===== src/rtl/blpc_pkg.sv =====
// package: register map, field positions, reset values and timing for break/low-power control
package blpc_pkg;
    // register offsets (byte addresses)
    localparam logic [15:0] BREAK_STATUS_ADDR = 16'hfe00;
    localparam logic [15:0] RESET_SOURCE_STATUS_ADDR = 16'hfe01;
    localparam logic [15:0] BREAK_FLAG_CONTROL_ADDR = 16'hfe03;
    // field positions
    localparam int STOP_WAIT_BREAK_BIT = 1;
    localparam int BREAK_FLAG_CLEAR_ENABLE_BIT = 7;
    localparam int RST_POWER_ON_BIT = 7;
    localparam int RST_PIN_BIT = 6;
    localparam int RST_WATCHDOG_BIT = 5;
    localparam int RST_ILLEGAL_OP_BIT = 4;
    localparam int RST_ILLEGAL_ADDR_BIT = 3;
    localparam int RST_LOW_VOLT_BIT = 1;
    // reset values
    localparam logic [7:0] BREAK_STATUS_RESET = 8'h00;
    localparam logic [7:0] BREAK_FLAG_CONTROL_RESET = 8'h00;
    localparam logic [7:0] POWER_ON_SOURCE = 8'h80;
    // stop recovery, in crystal clock cycles
    localparam int STOP_RECOVERY_LONG = 4096;
    localparam int STOP_RECOVERY_SHORT = 32;
    localparam int RECOVERY_CNT_W = 13;
    // low-power state machine
    typedef enum logic [1:0] {
        BLPC_RUN,
        BLPC_WAIT,
        BLPC_STOP,
        BLPC_RECOVER
    } blpc_mode_t;
endpackage


===== src/rtl/blpc_recovery_if.sv =====
// interface: request and done between the sequencer and its recovery counter
`timescale 1ns/1ps
`default_nettype none
interface blpc_recovery_if;
    logic hold;  // counter held in reset
    logic short_sel;  // short recovery selected
    logic done;  // recovery elapsed
    modport seq (output hold, output short_sel, input done);
    modport cnt (input hold, input short_sel, output done);
endinterface
`default_nettype wire


===== src/rtl/blpc_top.sv =====
// break and low-power control: break entry, flag protection, wait/stop, registers
//
// Behaviour
// break request forces the processor to the software-interrupt vector fetch.
// in break with clear-enable low, peripheral flag clearing is blocked.
// clear-enable high lets flags clear in break; cleared flags stay cleared.
// two-step flags stay protected in break; second step clears after break. Here clear-enable high lets every clear through in break.
// wait or stop instruction clears the interrupt mask and stops processor clock.
// wait gates processor clocks, peripheral clocks keep running.
// enabled interrupt wakes wait; stacking starts one cycle later.
// reset or break also ends wait; break sets the stop/wait break flag.
// watchdog runs through wait when watchdog-disable option is zero.
// stop resets counter and gates base and crystal clock outputs.
// interrupt, reset or break ends stop; stacking after full recovery delay.
// recovery is 4096 crystal cycles normally, 32 with short recovery.
// crystal systems should keep short recovery cleared.
// break ending stop sets the stop/wait break flag.
// counter held reset from stop until recovery, then times it.
// three byte registers decoded at fe00, fe01 and fe03.
// stop/wait break flag clears on written zero or reset.
// break routine may decrement return address to re-enter low power.
// clear-enable bit is read/write at bit 7, resets to zero.
// reset-source register clears on read; power-on sets only its flag.
// unused break status bits read zero and ignore writes.
`timescale 1ns/1ps
`default_nettype none
module blpc_top (
    input wire logic clk_i,  // system bus clock
    input wire logic rst_i,  // synchronous reset, any source
    // wishbone slave
    input wire logic wb_cyc_i,  // bus cycle
    input wire logic wb_stb_i,  // strobe
    input wire logic wb_we_i,  // write enable
    input wire logic [15:0] wb_adr_i,  // byte address
    input wire logic [0:0] wb_sel_i,  // byte select
    input wire logic [7:0] wb_dat_i,  // write data
    output logic [7:0] wb_dat_o,  // read data
    output logic wb_ack_o,  // acknowledge
    // break module and processor core
    input wire logic break_req_i,  // break request level
    input wire logic break_active_i,  // processor is in break state
    output logic swi_force_o,  // force software-interrupt vector fetch
    input wire logic wait_exec_i,  // wait instruction executed, pulse
    input wire logic stop_exec_i,  // stop instruction executed, pulse
    output logic imask_clear_o,  // clear interrupt mask, pulse
    input wire logic irq_i,  // enabled module interrupt pending
    output logic stack_start_o,  // begin interrupt stacking, pulse
    // clock control
    input wire logic xtal_en_i,  // one pulse per crystal clock cycle
    output logic cpu_clk_en_o,  // processor clock enable
    output logic periph_clk_en_o,  // peripheral clock enable
    output logic base_clock_out_en_o,  // base clock output enable
    output logic crystal_clock_en_o,  // crystal clock output enable
    // options and peripherals
    input wire logic short_stop_recovery_i,  // option: short stop recovery
    input wire logic watchdog_disable_i,  // option: watchdog disabled
    output logic watchdog_en_o,  // watchdog enabled
    output logic flag_clear_allow_o,  // peripherals may clear status flags
    // reset source capture
    input wire logic [7:0] reset_source_i,  // source flags latched at reset release
    output logic [1:0] low_power_mode_o  // 0 run, 1 wait, 2 stop, 3 recovery
);
    ////////////////////////////////////////////////////////////////////////
    typedef struct packed {
        blpc_pkg::blpc_mode_t mode;
        logic stop_wait_break;
        logic flag_clear_enable;
        logic [7:0] reset_source;
        logic rst_seen;
        logic ack;
        logic [7:0] rdata;
        logic swi_force;
        logic imask_clear;
        logic stack_start;
        logic break_exit;
    } blpc_state_t;

    blpc_state_t state_q;
    blpc_state_t state_d;
    blpc_recovery_if rec ();
    logic access;
    logic wr_en;
    logic rd_en;

    // byte register match, used for each decode
    function automatic logic hit(input logic [15:0] adr, input logic [15:0] reg_adr);
        hit = (adr == reg_adr);
    endfunction

    blpc_recovery_counter u_rec (
        .clk_i(clk_i),
        .rst_i(rst_i),
        .xtal_en_i(xtal_en_i),
        .rec(rec)
    );

    // answer one cycle after the request; ack dropped the next cycle
    assign access = wb_cyc_i && wb_stb_i && !state_q.ack;
    assign wr_en = access && wb_we_i && wb_sel_i[0];
    assign rd_en = access && !wb_we_i;

    ////////////////////////////////////////////////////////////////////////
    always_comb begin
        state_d = state_q;
        state_d.ack = access;
        state_d.swi_force = 1'b0;
        state_d.imask_clear = 1'b0;
        state_d.stack_start = 1'b0;
        state_d.break_exit = 1'b0;

        // reset source captured one cycle after release, not under reset
        if (!state_q.rst_seen) begin
            state_d.rst_seen = 1'b1;
            if (reset_source_i[blpc_pkg::RST_POWER_ON_BIT]) begin
                state_d.reset_source = blpc_pkg::POWER_ON_SOURCE;
            end else begin
                state_d.reset_source = reset_source_i;
            end
        end

        // break entry redirects to the software-interrupt vector
        if (break_req_i && !break_active_i) begin
            state_d.swi_force = 1'b1;
        end

        // low-power sequencing
        case (state_q.mode)
            blpc_pkg::BLPC_RUN: begin
                if (stop_exec_i) begin
                    state_d.mode = blpc_pkg::BLPC_STOP;
                    state_d.imask_clear = 1'b1;
                end else if (wait_exec_i) begin
                    state_d.mode = blpc_pkg::BLPC_WAIT;
                    state_d.imask_clear = 1'b1;
                end
            end
            blpc_pkg::BLPC_WAIT: begin
                if (break_req_i) begin
                    state_d.mode = blpc_pkg::BLPC_RUN;
                    state_d.break_exit = 1'b1;
                end else if (irq_i) begin
                    state_d.mode = blpc_pkg::BLPC_RUN;
                    state_d.stack_start = 1'b1;
                end
            end
            blpc_pkg::BLPC_STOP: begin
                if (break_req_i || irq_i) begin
                    state_d.mode = blpc_pkg::BLPC_RECOVER;
                    state_d.break_exit = break_req_i;
                end
            end
            blpc_pkg::BLPC_RECOVER: begin
                if (rec.done) begin
                    state_d.mode = blpc_pkg::BLPC_RUN;
                    state_d.stack_start = !state_q.break_exit;
                    state_d.break_exit = state_q.break_exit;
                end else begin
                    state_d.break_exit = state_q.break_exit;
                end
            end
            default: begin
                state_d.mode = blpc_pkg::BLPC_RUN;
            end
        endcase

        // register writes; reserved bits ignore writes
        if (wr_en && hit(wb_adr_i, blpc_pkg::BREAK_STATUS_ADDR)
            && !wb_dat_i[blpc_pkg::STOP_WAIT_BREAK_BIT]) begin
            state_d.stop_wait_break = 1'b0;
        end
        if (wr_en && hit(wb_adr_i, blpc_pkg::BREAK_FLAG_CONTROL_ADDR)) begin
            state_d.flag_clear_enable = wb_dat_i[blpc_pkg::BREAK_FLAG_CLEAR_ENABLE_BIT];
        end
        // a break exit arriving with a clear wins over the clear
        if (state_q.break_exit && state_q.mode != blpc_pkg::BLPC_RECOVER) begin
            state_d.stop_wait_break = 1'b1;
        end

        // read data and read-clear
        state_d.rdata = 8'h00;
        if (rd_en) begin
            if (hit(wb_adr_i, blpc_pkg::BREAK_STATUS_ADDR)) begin
                state_d.rdata[blpc_pkg::STOP_WAIT_BREAK_BIT] = state_q.stop_wait_break;
            end else if (hit(wb_adr_i, blpc_pkg::RESET_SOURCE_STATUS_ADDR)) begin
                state_d.rdata = state_q.reset_source;
                state_d.reset_source = 8'h00;
            end else if (hit(wb_adr_i, blpc_pkg::BREAK_FLAG_CONTROL_ADDR)) begin
                state_d.rdata[blpc_pkg::BREAK_FLAG_CLEAR_ENABLE_BIT] =
                    state_q.flag_clear_enable;
            end
        end
    end

    ////////////////////////////////////////////////////////////////////////
    // stop mode holds the counter in reset until recovery starts
    assign rec.hold = (state_q.mode != blpc_pkg::BLPC_RECOVER);
    assign rec.short_sel = short_stop_recovery_i;

    // clock gating; crystal clock returns during recovery so the count can run
    assign cpu_clk_en_o = (state_q.mode == blpc_pkg::BLPC_RUN);
    assign periph_clk_en_o = (state_q.mode == blpc_pkg::BLPC_RUN)
        || (state_q.mode == blpc_pkg::BLPC_WAIT);
    assign base_clock_out_en_o = (state_q.mode != blpc_pkg::BLPC_STOP)
        && (state_q.mode != blpc_pkg::BLPC_RECOVER);
    assign crystal_clock_en_o = (state_q.mode != blpc_pkg::BLPC_STOP);
    assign watchdog_en_o = !watchdog_disable_i;
    // flag protection: any clear is blocked in break only while clear-enable is low
    assign flag_clear_allow_o = !break_active_i || state_q.flag_clear_enable;
    assign low_power_mode_o = state_q.mode;
    assign swi_force_o = state_q.swi_force;
    assign imask_clear_o = state_q.imask_clear;
    assign stack_start_o = state_q.stack_start;
    assign wb_ack_o = state_q.ack;
    assign wb_dat_o = state_q.rdata;

    ////////////////////////////////////////////////////////////////////////
    always_ff @(posedge clk_i) begin
        if (rst_i) begin
            state_q <= '0;
            state_q.mode <= blpc_pkg::BLPC_RUN;
            state_q.stop_wait_break <=
                blpc_pkg::BREAK_STATUS_RESET[blpc_pkg::STOP_WAIT_BREAK_BIT];
            state_q.flag_clear_enable <=
                blpc_pkg::BREAK_FLAG_CONTROL_RESET[blpc_pkg::BREAK_FLAG_CLEAR_ENABLE_BIT];
        end else begin
            state_q <= state_d;
        end
    end
endmodule
`default_nettype wire


===== src/rtl/blpc_recovery_counter.sv =====
// stop recovery counter, clocked by crystal clock enable pulses
`timescale 1ns/1ps
`default_nettype none
module blpc_recovery_counter #(
    parameter int LONG_CYCLES = blpc_pkg::STOP_RECOVERY_LONG,
    parameter int SHORT_CYCLES = blpc_pkg::STOP_RECOVERY_SHORT
) (
    input wire logic clk_i,  // system clock
    input wire logic rst_i,  // synchronous reset
    input wire logic xtal_en_i,  // one pulse per crystal clock cycle
    blpc_recovery_if.cnt rec  // hold/select/done
);
    localparam int W = blpc_pkg::RECOVERY_CNT_W;

    // refuse counts the counter width cannot reach, at elaboration
    if (LONG_CYCLES < 1 || LONG_CYCLES >= (1 << W) || SHORT_CYCLES < 1
        || SHORT_CYCLES > LONG_CYCLES) begin : g_bad_counts
        $error("blpc_recovery_counter: recovery counts out of range");
    end

    typedef struct packed {
        logic [W-1:0] count;
    } blpc_cnt_state_t;

    blpc_cnt_state_t state_q;
    blpc_cnt_state_t state_d;
    logic [W-1:0] target;

    // target chosen by option; held reset until recovery begins
    always_comb begin
        target = rec.short_sel ? W'(SHORT_CYCLES) : W'(LONG_CYCLES);
        state_d = state_q;
        if (rec.hold) begin
            state_d.count = '0;
        end else if (xtal_en_i && state_q.count != target) begin
            state_d.count = state_q.count + W'(1);
        end
    end

    assign rec.done = !rec.hold && (state_q.count == target);

    ////////////////////////////////////////////////////////////////////////
    always_ff @(posedge clk_i) begin
        if (rst_i) begin
            state_q <= '0;
        end else begin
            state_q <= state_d;
        end
    end
endmodule
`default_nettype wire


===== config.mk =====
export PLATFORM = sky130hd
export DESIGN_NAME = blpc_top
export DESIGN_NICKNAME = d
export VERILOG_FILES = /design/src/rtl/blpc_pkg.sv /design/src/rtl/blpc_recovery_if.sv /design/src/rtl/blpc_top.sv /design/src/rtl/blpc_recovery_counter.sv
export SDC_FILE = /design/constraint.sdc
export NUM_CORES = 1
export LEC_CHECK = 0
export ABC_AREA = 1
export BUFFER_PORTS_ARGS = -buffer_cell sky130_fd_sc_hd__buf_2
export CORE_MARGIN = 2
export CORE_UTILIZATION = 43
export DETAILED_ROUTE_END_ITERATION = 6
export HOLD_SLACK_MARGIN = 0.06
export PLACE_DENSITY = 0.69
export REMOVE_ABC_BUFFERS = 1
export SYNTH_ARGS = -nofsm -noshare
export SYNTH_HDL_FRONTEND = slang
export SYNTH_SLANG_ARGS = --single-unit

===== constraint.sdc =====
create_clock -name clk_i -period 2.8 [get_ports clk_i]
set_clock_uncertainty 0.05 [all_clocks]
set_input_delay 0.42 -clock clk_i [delete_from_list [all_inputs] [get_ports clk_i]]
set_output_delay 0.42 -clock clk_i [all_outputs]
set_load 0.01 [all_outputs]

# Yosys cells after proc, flatten, opt, wreduce, memory -nomap -nowiden
# Index checks and enable logic that the tools add are counted.
dict set report totals {
  regBits 39
  in_bits 46
  out_inout_bits 20
  word_cells 92
}
dict set report op_classes {
  addsub 1
  n_eq_ne 14
  muxes 29
  n_bitwise 3
  n_reduce_logical 31
}
# op n
set ops {}
lappend ops {{equality test 16 bit (second input constant)} 3}
lappend ops {{two-way mux 8 bit} 4}
lappend ops {{two-way mux 2 bit} 7}
lappend ops {{adder 13 x 1 -> 13 bit (second input constant)} 1}
lappend ops {{equality test 13 bit} 1}
lappend ops {{logical AND 1 bit} 13}
lappend ops {{two-way mux 1 bit} 13}
lappend ops {{two-way mux 13 bit} 1}
lappend ops {{!= test 13 bit} 1}
lappend ops {{two-way mux 9 bit} 1}
lappend ops {{!= test 2 bit (second input constant)} 4}
lappend ops {{case mux 2 bit (4 select lines)} 1}
lappend ops {{logical NOT 1 bit} 7}
lappend ops {{!= test 3 bit (second input constant)} 2}
lappend ops {{OR reduction 2 bit} 3}
lappend ops {{equality test 2 bit (second input constant)} 2}
lappend ops {{AND reduction 4 bit} 1}
lappend ops {{OR reduction 4 bit} 1}
lappend ops {{logical OR 1 bit} 3}
lappend ops {{NOT 1 bit} 3}
lappend ops {{case mux 1 bit (3 select lines)} 1}
lappend ops {{OR reduction 3 bit} 1}
lappend ops {{equality test 2 x 1 -> 1 bit (second input constant)} 1}
lappend ops {{logical NOT 2 bit} 1}
lappend ops {{2 further kinds} 2}

# Depth between registers and ports, before layout
# Gate-level depths: netlist of the first run.
dict set report logic_depth {
  word_depth 8
  mapped_depth 10
  ltp_nobuf 10
}

# Modules after synthesis
# From an unflattened synthesis of the first run, not the netlist that was laid out.
dict set report hier_totals {
  hier_cells 265
  hier_area_um2 1953.1
}
# mod instances cells_per_inst area_each_um2 seq_area_each_um2
set modules_own_cells {}
lappend modules_own_cells {blpc_top 1 159 1231.2 520.5}
lappend modules_own_cells {blpc_recovery_counter 1 106 721.9 260.2}

# Worst setup path before layout of the first run
# Ideal clock, no wire load.
dict set report synth_path {
  kind {register to register}
  startpoint {register state_q, in the netlist low_power_mode_o[0]}
  endpoint {register state_q, in the netlist low_power_mode_o[0]}
  setup_ns 0.115
  arrival_ns 1.407
  required_time_ns 2.635
  setup_slack_ns 1.228
  stages_incl_launch_ff 9
  path_buffers 0
  period_less_slack_ns 1.572
  cell_sequence {dfxtp_1 > inv_1 > ha_1 > inv_1 > or2_2 > o21ai_0 > inv_1 > a21oi_1 > nor2_1}
}
dict set report synth_between {
  word_cells_on_any_way 13
  classes_between {8 x eq/ne; 1 x mux; 4 x reduce/logical}
}
# item line_no
set synth_lines {}
lappend synth_lines {{start: declaration} blpc_top.sv:78} ;# blpc_state_t state_q;
lappend synth_lines {{start signal: assignment} blpc_top.sv:226} ;# state_q <= state_d;
lappend synth_lines {{logical NOT 2 bit (*)} -}
lappend synth_lines {{named net cpu_clk_en_o} blpc_top.sv:50} ;# output logic cpu_clk_en_o,
lappend synth_lines {{!= test 3 bit (no source line)} -}
lappend synth_lines {{AND reduction 4 bit (no source line)} -}
# Mark *: on every way through the listed nets, which the timed path passes. The rest lies on a longest branch.
# A chain may end at the register's enable or synchronous reset.

# Worst setup path in the final report of the first run
dict set report layout_path {
  startpoint {register u_rec.state_q[0] (netlist bit)}
  endpoint {register u_rec.state_q[1] (netlist bit)}
}
dict set report layout_between {
  elab_chain_len 2
  word_cells_on_any_way 3
  classes_between {1 x add/sub; 1 x eq/ne; 1 x reduce/logical}
}
# item line_no
set layout_lines {}
lappend layout_lines {{start: declaration} blpc_recovery_counter.sv:25} ;# blpc_cnt_state_t state_q;
lappend layout_lines {{start signal: assignment} blpc_recovery_counter.sv:47} ;# state_q <= state_d;
lappend layout_lines {{branches (longest 2 deep; another with adder 13 x 1 -> 13 bit)} -}
# Parallel ways; which one is timed is not known.

==> metrics.md, run 1 <==
| Metric | Value |
|---|---|
| Status | `completed` |
| TritonCTS clock tree | `yes` |
| Post-synth EDFFs | `0` |
| Setup Fix Bufs, Post-CTS | `0` |
| Total global routing overflow | `0` |
| WP data arrival | `between 2 and 2.5 ns` |
| Critical path's most frequent cell | `nor2_1` |
| Layout Area Growth over Synthesis | `18.3%` |
| Post-route ant nets | `0` |
| Largest net degree at the start of global routing | `18` |
| Crit. End Element | `register` |
| Chip Width | `74.0 µm` |
| Register bit total from synthesis | `39` |
| Post-synthesis cell count | `317` |
| Initial Util | `44.6%` |
| Vias in the first global route | `between 1500 and 2000` |
| Ys Warns | `0` |
| Final Instance Count excl. Fillers | `435` |
| Hold_ws | `around 0.25 ns` |
| DR vias | `about 2100` |
| Avg Inst Size Synth | `6.64 µm²` |
| Die height | `74.0 µm` |
| Crit path kind | `register to register` |
| H-tree levels | `2` |
| Post-layout minimum cycle time | `1.94 ns` |
| Clk Latency, worst-skew pair | `just under 0.3 ns` |
| Total track usage | `17.1%` |
| Worst VDD drop | `0.000336 V` |
| Drt first pass iters | `4` |
| Achievable Freq | `516 MHz` |
| Hold Fails Final Rpt | `0` |
| Seq/Total Area, Yosys | `37.1%` |
| TritonCTS buffer count | `5` |
| Worst slack at placement | `0.882 ns` |
| Worst Hold Launch | `break_active_i` |
| Final setup fails | `0` |
| Detailed-route DRC error count | `0` |
| Placed Cells | `427` |
| CP peak stage delay | `0.38 ns` |
| FFs w/ async S/R, synth | `0%` |
| Crit path required time | `approximately 3 ns` |
| Die ar. | `5470 µm²` |
| Max stage delay cell, worst path | `dfxtp_1` |
| Antenna violations before repair | `0` |
| Worst Setup SP | `u_rec.state_q[0]` |
| Final net count | `419` |
| Num Clock Sinks | `39` |
| Distinct cell type count after synthesis | `26` |
| Cts repair resizes | `0` |
| Via density | `4.81` |
| Fin crit share | `between 60 and 70%` |
| DR iter-0 viols | `59` |
| Final Routed Wirelength | `4570 µm` |
| Root buffer cell | `clkbuf_8` |
| Final HPWL from detailed placement | `3430 µm` |
| First-pass GRT wire length | `7400 µm` |
| Rel. slew slack | `about two thirds` |
| # rows | `25` |
| Cts hold-fix bufs | `0` |
| Placer congestion estimate | `between 0.8 and 0.9` |
| PD cells | `538 nW/µm²` |
| CTS clk-pin slew, worst paths | `around 0.080 ns` |
| Lkg Pwr | `1.10 nW` |
| Critical path launch point type | `register` |
| Synth Flop Type | `dfxtp_1` |
| Worst-Margin Slew | `0.518 ns` |
| Crit path cell chain | `inv_1 > ha_1 > nand2_1 > nor2_1 > nand3_2 > nand2_2 > inv_1 > nor2_1 > nor2_1` |
| Port-buffer cells | `59` |
| RSZ-0062 raised after global routing | `false` |
| Maxcap violations | `0` |
| Number of diodes | `0` |
| Most frequent cells in the layout | `nand2_1, buf_2, nor2_1, dfxtp_1, inv_1` |
| Layout cells sized above 1 | `20.7%` |
| Post-route setup slack | `0.862 ns` |
| CP max FO | `14` |
| Ports | `66` |
| WL per Instance | `10.5 µm` |
| Longest Clk Path Bufs | `2` |
| Kind of cell adding the most delay to the critical path | `simple AND/OR/NAND/NOR gates` |
| TNS Setup | `0 ns` |
| Post-synthesis cell area | `approximately 2100 µm²` |
| Crit path buf inv count | `2` |
| Min-delay worst type | `primary input to register` |
| Core outline area | `~4700 µm²` |
| Commonest non-fill, non-tap cell in the layout | `nand2_1` |
| Worst r2r src | `u_rec.state_q[0]` |
| Slew Limit Fails | `0` |
==> flip-flops by register name (all words and copies together), names as in the netlist <==
signal / flops
wb_dat_o: 8
low_power_mode_o: 2
stack_start_o: 1
imask_clear_o: 1
wb_ack_o: 1
swi_force_o: 1
u_rec.state_q: 13
state_q: 12
==> metal layers <==
metal	track usage (%)	part of all wire [%]	vias up
met5	0	0	-
met4	4.44	1.1	0
met3	4.20	5.9	4
met2	28.4	46	53
met1	22.3	47	928
li1	-	-	1107
==> cells in the mapped netlist (3+ instances only) <==
| cell | instances | area share, % |
|---|---|---|
| nand2_1 | 71 | 13 |
| nand3_1 | 24 | 5.7 |
| ha_1 | 6 | 3.6 |
| o21ai_0 | 20 | 4.8 |
| nor3_1 | 4 | 0.95 |
| nand4_1 | 12 | 3.6 |
| a21oi_1 | 14 | 3.3 |
| dfxtp_1 | 39 | 37 |
| a21oi_2 | 3 | 1.2 |
| nand3b_1 | 5 | 1.8 |
| buf_4 | 10 | 3.6 |
| nor2_1 | 56 | 10 |
| inv_1 | 36 | 6.4 |
==> worst reg2reg max path, stage by stage (launching register included) <==
cell     delay, ns
dfxtp_1       0.38
inv_1         0.14
ha_1          0.16
nand2_1       0.05
nor2_1        0.17
nand3_2       0.29
nand2_2       0.34
inv_1         0.10
nor2_1        0.09
nor2_1        0.05
==> final timing paths <==
kind | to | cells after the start | slack [ns]
setup reg to reg | u_rec.state_q[1] | 9 | 0.86
hold reg to reg | wb_dat_o[4] | 2 | 0.38
hold / removal | swi_force_o | 2 | 0.25
setup / recovery | u_rec.state_q[1] | 9 | 0.86
==> layout make-up <==
cell class	instances	area (µm²)
multi-input combinational	225	1080
tap	67	83.8
clock inverter	3	43.8
clock buffer	5	68.8
inverter	37	139
sequential	39	781
fill	467	2230
timing repair buffer	59	295
==> kinds of logic (layout without fill, tap and decap cells) <==
group | after synthesis | after routing | share of synthesized area, %
compound gates | 39 | 39 | 10.0
xor+xnor | 3 | 3 | 1.25
fa+ha+maj | 6 | 6 | 3.57
buf+inv | 53 | 104 | 11.7
flops | 39 | 39 | 37.1
simple gates | 177 | 177 | 36.3
==> stage by stage <==
| stage | power (mW) | util [%] | cell area, µm² |
|---|---|---|---|
| 2_1_floorplan | 0.779 | - | 2000 |
| 3_3_place_gp | 0.884 | 50.3 | 2380 |
| 3_5_place_dp | 0.887 | 50.3 | 2380 |
| 4_1_cts | 1.36 | 52.7 | 2490 |
| 5_1_grt | 1.41 | 52.7 | 2490 |
| 6_report | 1.34 | 52.7 | 2490 |
==> report_power, final <==
part           switching (mW)  internal (mW)
clock network           0.198          0.265
logic                   0.163          0.110
registers              0.0207          0.581
total                   0.382          0.957
(Power assumes the default switching activity.)
==> run 2, diff against run 1 <==
PLACE_DENSITY = 0.72   (was 0.69)
clock period = 1.6 ns   (was 2.8 ns; I/O delays follow)
==> metrics.md, run 2 (same netlist as run 1, synthesis figures left out) <==
| Metric | Value |
|---|---|
| Placer congestion estimate | `0.810 (-7.0%)` |
| Port-buffer cells | `59 (unchanged)` |
| Crit path kind | `register to output pin` |
| Placed inst area | `2510 µm² (+5.6%)` |
| First-pass GRT wire length | `8190 µm (+11%)` |
| Core outline area | `4720 µm² (unchanged)` |
| Slew Limit Fails | `0 (unchanged)` |
| Hold Fails Final Rpt | `0 (unchanged)` |
| Post-route ant nets | `0 (unchanged)` |
| Crit path cell chain | `buf_4 > ha_4 > buf_4 > nor2_4 > buf_6` |
| Total track usage | `19.1% (+2.0 points)` |
| Total global routing overflow | `0 (unchanged)` |
| Initial Util | `44.6% (unchanged)` |
| PD cells | `933 nW/µm² (+74%)` |
| Setup Fix Bufs, Post-CTS | `0 (unchanged)` |
| Most frequent cells in the layout | `nand2_1, buf_2, nor2_1, dfxtp_1, inv_1` |
| WL per Instance | `11.4 µm (+8.1%)` |
| Commonest non-fill, non-tap cell in the layout | `nand2_1` |
| Via density | `4.88 (+1.4%)` |
| Layout cells sized above 1 | `26.4% (+5.8 points)` |
| Final core utilization | `56.8% (+4.2 points)` |
| Number of flip-flops in the largest register | `13 (unchanged)` |
| Max stage delay cell, worst path | `dfxtp_2` |
| Post-route cell area | `2690 µm² (+7.9%)` |
| Fillers | `452 (-3.2%)` |
| Lkg Pwr | `1.20 nW (+9.1%)` |
| Final HPWL from detailed placement | `3760 µm (+9.7%)` |
| CP max FO | `4 (-10)` |
| WP data arrival | `1.25 ns (-0.82 ns)` |
| Layout Area Growth over Synthesis | `27.6%` |
| Longest Clk Path Bufs | `2 (unchanged)` |
| Multi-input gate area | `1120 µm² (+4.3%)` |
| TritonCTS clock tree | `yes` |
| Drt first pass iters | `4 (unchanged)` |
| Final Routed Wirelength | `5140 µm (+13%)` |
| Largest net degree at the start of global routing | `15 (-3)` |
| Fin crit share | `96.0%` |
| Antenna violations before repair | `0 (unchanged)` |
| Register area | `782 µm² (+0.16%)` |
| Min-delay worst type | `primary input to register` |
| Crit. End Element | `output pin` |
| DR iter-0 viols | `131 (+120%)` |
| Root buffer cell | `clkbuf_8` |
| Crit path required time | `1.31 ns (-1.62 ns)` |
| Most flops, register | `u_rec.state_q` |
| Critical path's most frequent cell | `buf_4` |
| Status | `completed` |
| Die height | `74.0 µm (unchanged)` |
| Worst-Margin Slew | `0.303 ns (-0.214 ns)` |
| Post-layout minimum cycle time | `1.54 ns` |
| Critical path launch point type | `register` |
| Detailed-route DRC error count | `0 (unchanged)` |
| Chip Width | `74.0 µm (unchanged)` |
| Rel. slew slack | `79.7% (+14 points)` |
| Ports | `66 (unchanged)` |
| Final setup fails | `0 (unchanged)` |
| # rows | `25 (unchanged)` |
| Clk Latency, worst-skew pair | `0.29 ns (about the same)` |
| Vias in the first global route | `1941 (+10%)` |
| Num Clock Sinks | `39 (unchanged)` |
| DR vias | `2209 (+5.6%)` |
| H-tree levels | `2 (unchanged)` |
| Die ar. | `5470 µm² (unchanged)` |
| Number of diodes | `0 (unchanged)` |
| CTS clk-pin slew, worst paths | `0.08 ns (about the same)` |
| TritonCTS buffer count | `5 (unchanged)` |
| Worst VDD drop | `0.000702 V (+110%)` |
| CP peak stage delay | `0.33 ns (-0.05 ns)` |
| Maxcap violations | `0 (unchanged)` |
| Achievable Freq | `651 MHz` |
| Final net count | `437 (+4.3%)` |
## run 2: cell count changes in the layout (fill, tap and decap cells not counted), sizes merged
cell and delta:
buf +16, dlygate4sd3 +1, nand2 +1
## run 2: timing repair
item	CTS	global route
pin swaps	0	2
hold buffers	1	0
gates resized for setup	2	12
hold endpoints to repair	1	0
gates cloned	0	1
endpoints found under the setup margin	1	16
## run 2: per-layer routing
| metal | global-route usage [%] | vias up | part of all wire, % |
|---|---|---|---|
| met1 | 24.1 | 1000 | 44 |
| met2 | 32.7 | 56 | 50 |
| met4 | 5.25 | 0 | 1.0 |
| li1 | - | 1147 | - |
| met3 | 4.34 | 6 | 4.7 |
| met5 | 0 | - | 0 |
## run 2: final cells by class
class,instances,share of cell area (%)
Timing Repair Buffer,76,16.5
Clock buffer,5,2.56
Tap cell,67,3.12
Clock inverter,3,1.63
Inverter,37,5.17
Multi-Input combinational cell,226,41.8
Sequential cell,39,29.1
## run 2: where the power goes
part           total [mW]  switching (mW)  internal (mW)  leakage, nW
sequential           1.04          0.0212           1.02        0.317
clock               0.833           0.368          0.465       0.0581
combinational       0.634           0.354          0.280        0.827
total                2.51           0.744           1.76         1.20
## run 2: worst max-delay path, delay by kind of cell, from the launching register on
| family | cells | cell delay, ns |
|---|---|---|
| adder cells (fa/ha/maj) | 1 | 0.15 |
| AND/OR/NAND/NOR | 1 | 0.08 |
| flip-flops | 1 | 0.33 |
| buffers and inverters | 3 | 0.39 |
## run 2: worst paths after layout
path                       start             endpoint  slack, ns  depth (start not counted)
max          low_power_mode_o[0]  base_clock_out_en_o       0.06                          5
max reg2reg     u_rec.state_q[0]     u_rec.state_q[5]       0.08                          8
min reg2reg          state_q[16]          wb_dat_o[2]       0.38                          2
min                  wb_dat_i[7]          state_q[22]       0.12                          3
## run 2: metrics by stage
| stage | std cells | hold WS [ns] | setup TNS (ns) | worst slack, ns | total power [mW] |
|---|---|---|---|---|---|
| after global routing | 453 | 0.143 | -0.0125 | -0.0125 | 2.63 |
| after detailed placement | 443 | 0.372 | 0 | 0.0232 | 1.63 |
| after global placement | 443 | 0.365 | 0 | 0.0698 | 1.61 |
| after floorplan | 301 | 0.259 | -0.0275 | -0.0137 | 1.36 |
| final | 453 | 0.122 | 0 | 0.0642 | 2.51 |
| after CTS | 452 | 0.128 | 0 | 0.00329 | 2.46 |
==> run 3, diff against run 2 <==
PLACE_DENSITY = not set   (was 0.72)
PLACE_DENSITY_LB_ADDON = 0.12   (was not set)
clock period = 1.8 ns   (was 1.6 ns; I/O delays follow)
==> metrics.md, run 3 (same netlist as run 1, synthesis figures left out) <==
| Metric | Value |
|---|---|
| Worst VDD drop | `0.000665 V (-5.2%)` |
| Most frequent cells in the layout | `nand2_1, buf_2, nor2_1, dfxtp_1, inv_1` |
| WL per Instance | `10.7 µm (-5.4%)` |
| Core outline area | `4720 µm² (unchanged)` |
| CP max FO | `5 (+1)` |
| Final Routed Wirelength | `4720 µm (-8.3%)` |
| WP data arrival | `1.75 ns (+0.50 ns)` |
| Register area | `781 µm² (-0.16%)` |
| RSZ-0062 raised after global routing | `false` |
| Maxcap violations | `0 (unchanged)` |
| CTS clk-pin slew, worst paths | `0.08 ns (about the same)` |
| TNS Setup | `0 ns (unchanged)` |
| Multi-input gate area | `1090 µm² (-3.2%)` |
| TritonCTS buffer count | `5 (unchanged)` |
| Status | `completed` |
| Largest net degree at the start of global routing | `15 (unchanged)` |
| Worst-Margin Slew | `0.493 ns (+0.189 ns)` |
| Initial Util | `44.6% (unchanged)` |
| Power consumption | `2.11 mW (-16%)` |
| Commonest non-fill, non-tap cell in the layout | `nand2_1` |
| PD cells | `834 nW/µm² (-11%)` |
| Hold Fails Final Rpt | `0 (unchanged)` |
| Placer congestion estimate | `0.831 (+2.6%)` |
| Layout Area Growth over Synthesis | `20.2%` |
| Worst r2r src | `low_power_mode_o[0]` |
| Chip Width | `74.0 µm (unchanged)` |
| Logic pwr share | `20.6% (-4.7 points)` |
| Crit path required time | `1.94 ns (+0.63 ns)` |
| Final HPWL from detailed placement | `3600 µm (-4.3%)` |
| Total global routing overflow | `0 (unchanged)` |
| Slew Limit Fails | `0 (unchanged)` |
| Final net count | `423 (-3.2%)` |
| Achievable Freq | `621 MHz` |
| Post-route ant nets | `0 (unchanged)` |
| Drt first pass iters | `4 (unchanged)` |
| Fin crit share | `89.4%` |
| TritonCTS clock tree | `yes` |
| Layout cells sized above 1 | `22.0% (-4.4 points)` |
| Critical path launch point type | `register` |
| Setup Fix Bufs, Post-CTS | `0 (unchanged)` |
| DR iter-0 viols | `145 (+11%)` |
| Antenna violations before repair | `0 (unchanged)` |
| Post-layout minimum cycle time | `1.61 ns` |
| Final setup fails | `0 (unchanged)` |
| First-pass GRT wire length | `8200 µm (about the same)` |
| Crit. End Element | `register` |
| Die ar. | `5470 µm² (unchanged)` |
| # rows | `25 (unchanged)` |
| Longest Clk Path Bufs | `2 (unchanged)` |
| Worst Hold Launch | `break_active_i` |
| Cell Int Power | `1.50 mW (-15%)` |
| H-tree levels | `2 (unchanged)` |
| Total track usage | `18.8% (-0.26 points)` |
| Crit path kind | `register to register` |
| Detailed-route DRC error count | `0 (unchanged)` |
| Sw Ratio | `29.1% (-0.60 points)` |
| Worst Setup SP | `low_power_mode_o[0]` |
| Number of flip-flops in the largest register | `13 (unchanged)` |
| Psw | `0.613 mW (-18%)` |
| Root buffer cell | `clkbuf_8` |
| Most flops, register | `u_rec.state_q` |
| Hold_ws | `0.0922 ns (-0.0295 ns)` |
| Ports | `66 (unchanged)` |
| DR vias | `2101 (-4.9%)` |
| Sequential share of power | `44.3% (+2.8 points)` |
| Num Clock Sinks | `39 (unchanged)` |
| Rel. slew slack | `67.0% (-13 points)` |
| Fillers | `479 (+6.0%)` |
| Via density | `4.79 (-1.9%)` |
| Clock network fraction of total power | `35.1% (+1.9 points)` |
| Vias in the first global route | `1801 (-7.2%)` |
| Port-buffer cells | `59 (unchanged)` |
| Clk Latency, worst-skew pair | `0.29 ns (about the same)` |
| Min-delay worst type | `primary input to register` |
| Number of diodes | `0 (unchanged)` |
| Die height | `74.0 µm (unchanged)` |
| Lkg Pwr | `1.12 nW (-6.9%)` |
run 3: cell count changes in the layout (fill, tap and decap cells not counted), sizes merged:
cell	delta
buf	-12
dlygate4sd3	-1
nand2	-1
run 3: worst max-delay path, stage by stage (launching register included):
cell	delay (ns)
dfxtp_1	0.36
inv_1	0.10
ha_2	0.22
inv_1	0.07
or2_2	0.28
o21ai_0	0.14
inv_1	0.10
a21oi_1	0.15
nor2_1	0.06
run 3: cell type report:
cell class / count / share of cell area (%)
Multi-Input combinational cell: 225 / 43.0
Clock buffer: 5 / 2.72
Clock inverter: 3 / 1.73
Timing Repair Buffer: 63 / 12.9
Tap cell: 67 / 3.32
Inverter: 37 / 5.49
Sequential cell: 39 / 30.9
run 3: worst paths after layout:
check | end | slack [ns] | cells past startpoint
hold / removal | swi_force_o | 0.09 | 2
hold reg to reg | wb_dat_o[4] | 0.38 | 2
setup / recovery | low_power_mode_o[1] | 0.19 | 8
setup reg to reg | low_power_mode_o[1] | 0.19 | 8
run 3: through the flow:
step / area [µm²] / setup slack [ns] / utilization, % / instances
final: 2530 / 0.191 / 53.5 / 439
after floorplan: 2000 / 0.186 / - / 301
after CTS: 2520 / 0.138 / 53.3 / 439
after global placement: 2410 / 0.185 / 50.9 / 431
after global routing: 2530 / 0.0376 / 53.5 / 439
after detailed placement: 2410 / 0.152 / 50.9 / 431
run 3: metal layers:
layer | vias to the layer above | wire (µm) | GRT usage [%]
met3 | 6 | 208 | 3.79
li1 | 1116 | - | -
met2 | 48 | 2140 | 27.9
met1 | 931 | 2320 | 27.6
met4 | 0 | 53 | 5.45
met5 | - | 0 | 0
run 3: what timing repair did:
item,CTS,global route
gates resized for setup,0,3
hold buffers,0,0
setup endpoints to repair,0,5
run 3: power by group through the flow:
stage	logic [mW]	registers, mW	clock network (mW)
floorplan	0.250	0.961	0
global placement	0.431	0.955	0
detailed placement	0.434	0.957	0
CTS	0.435	0.936	0.759
global route	0.503	0.945	0.806
finish	0.435	0.935	0.740
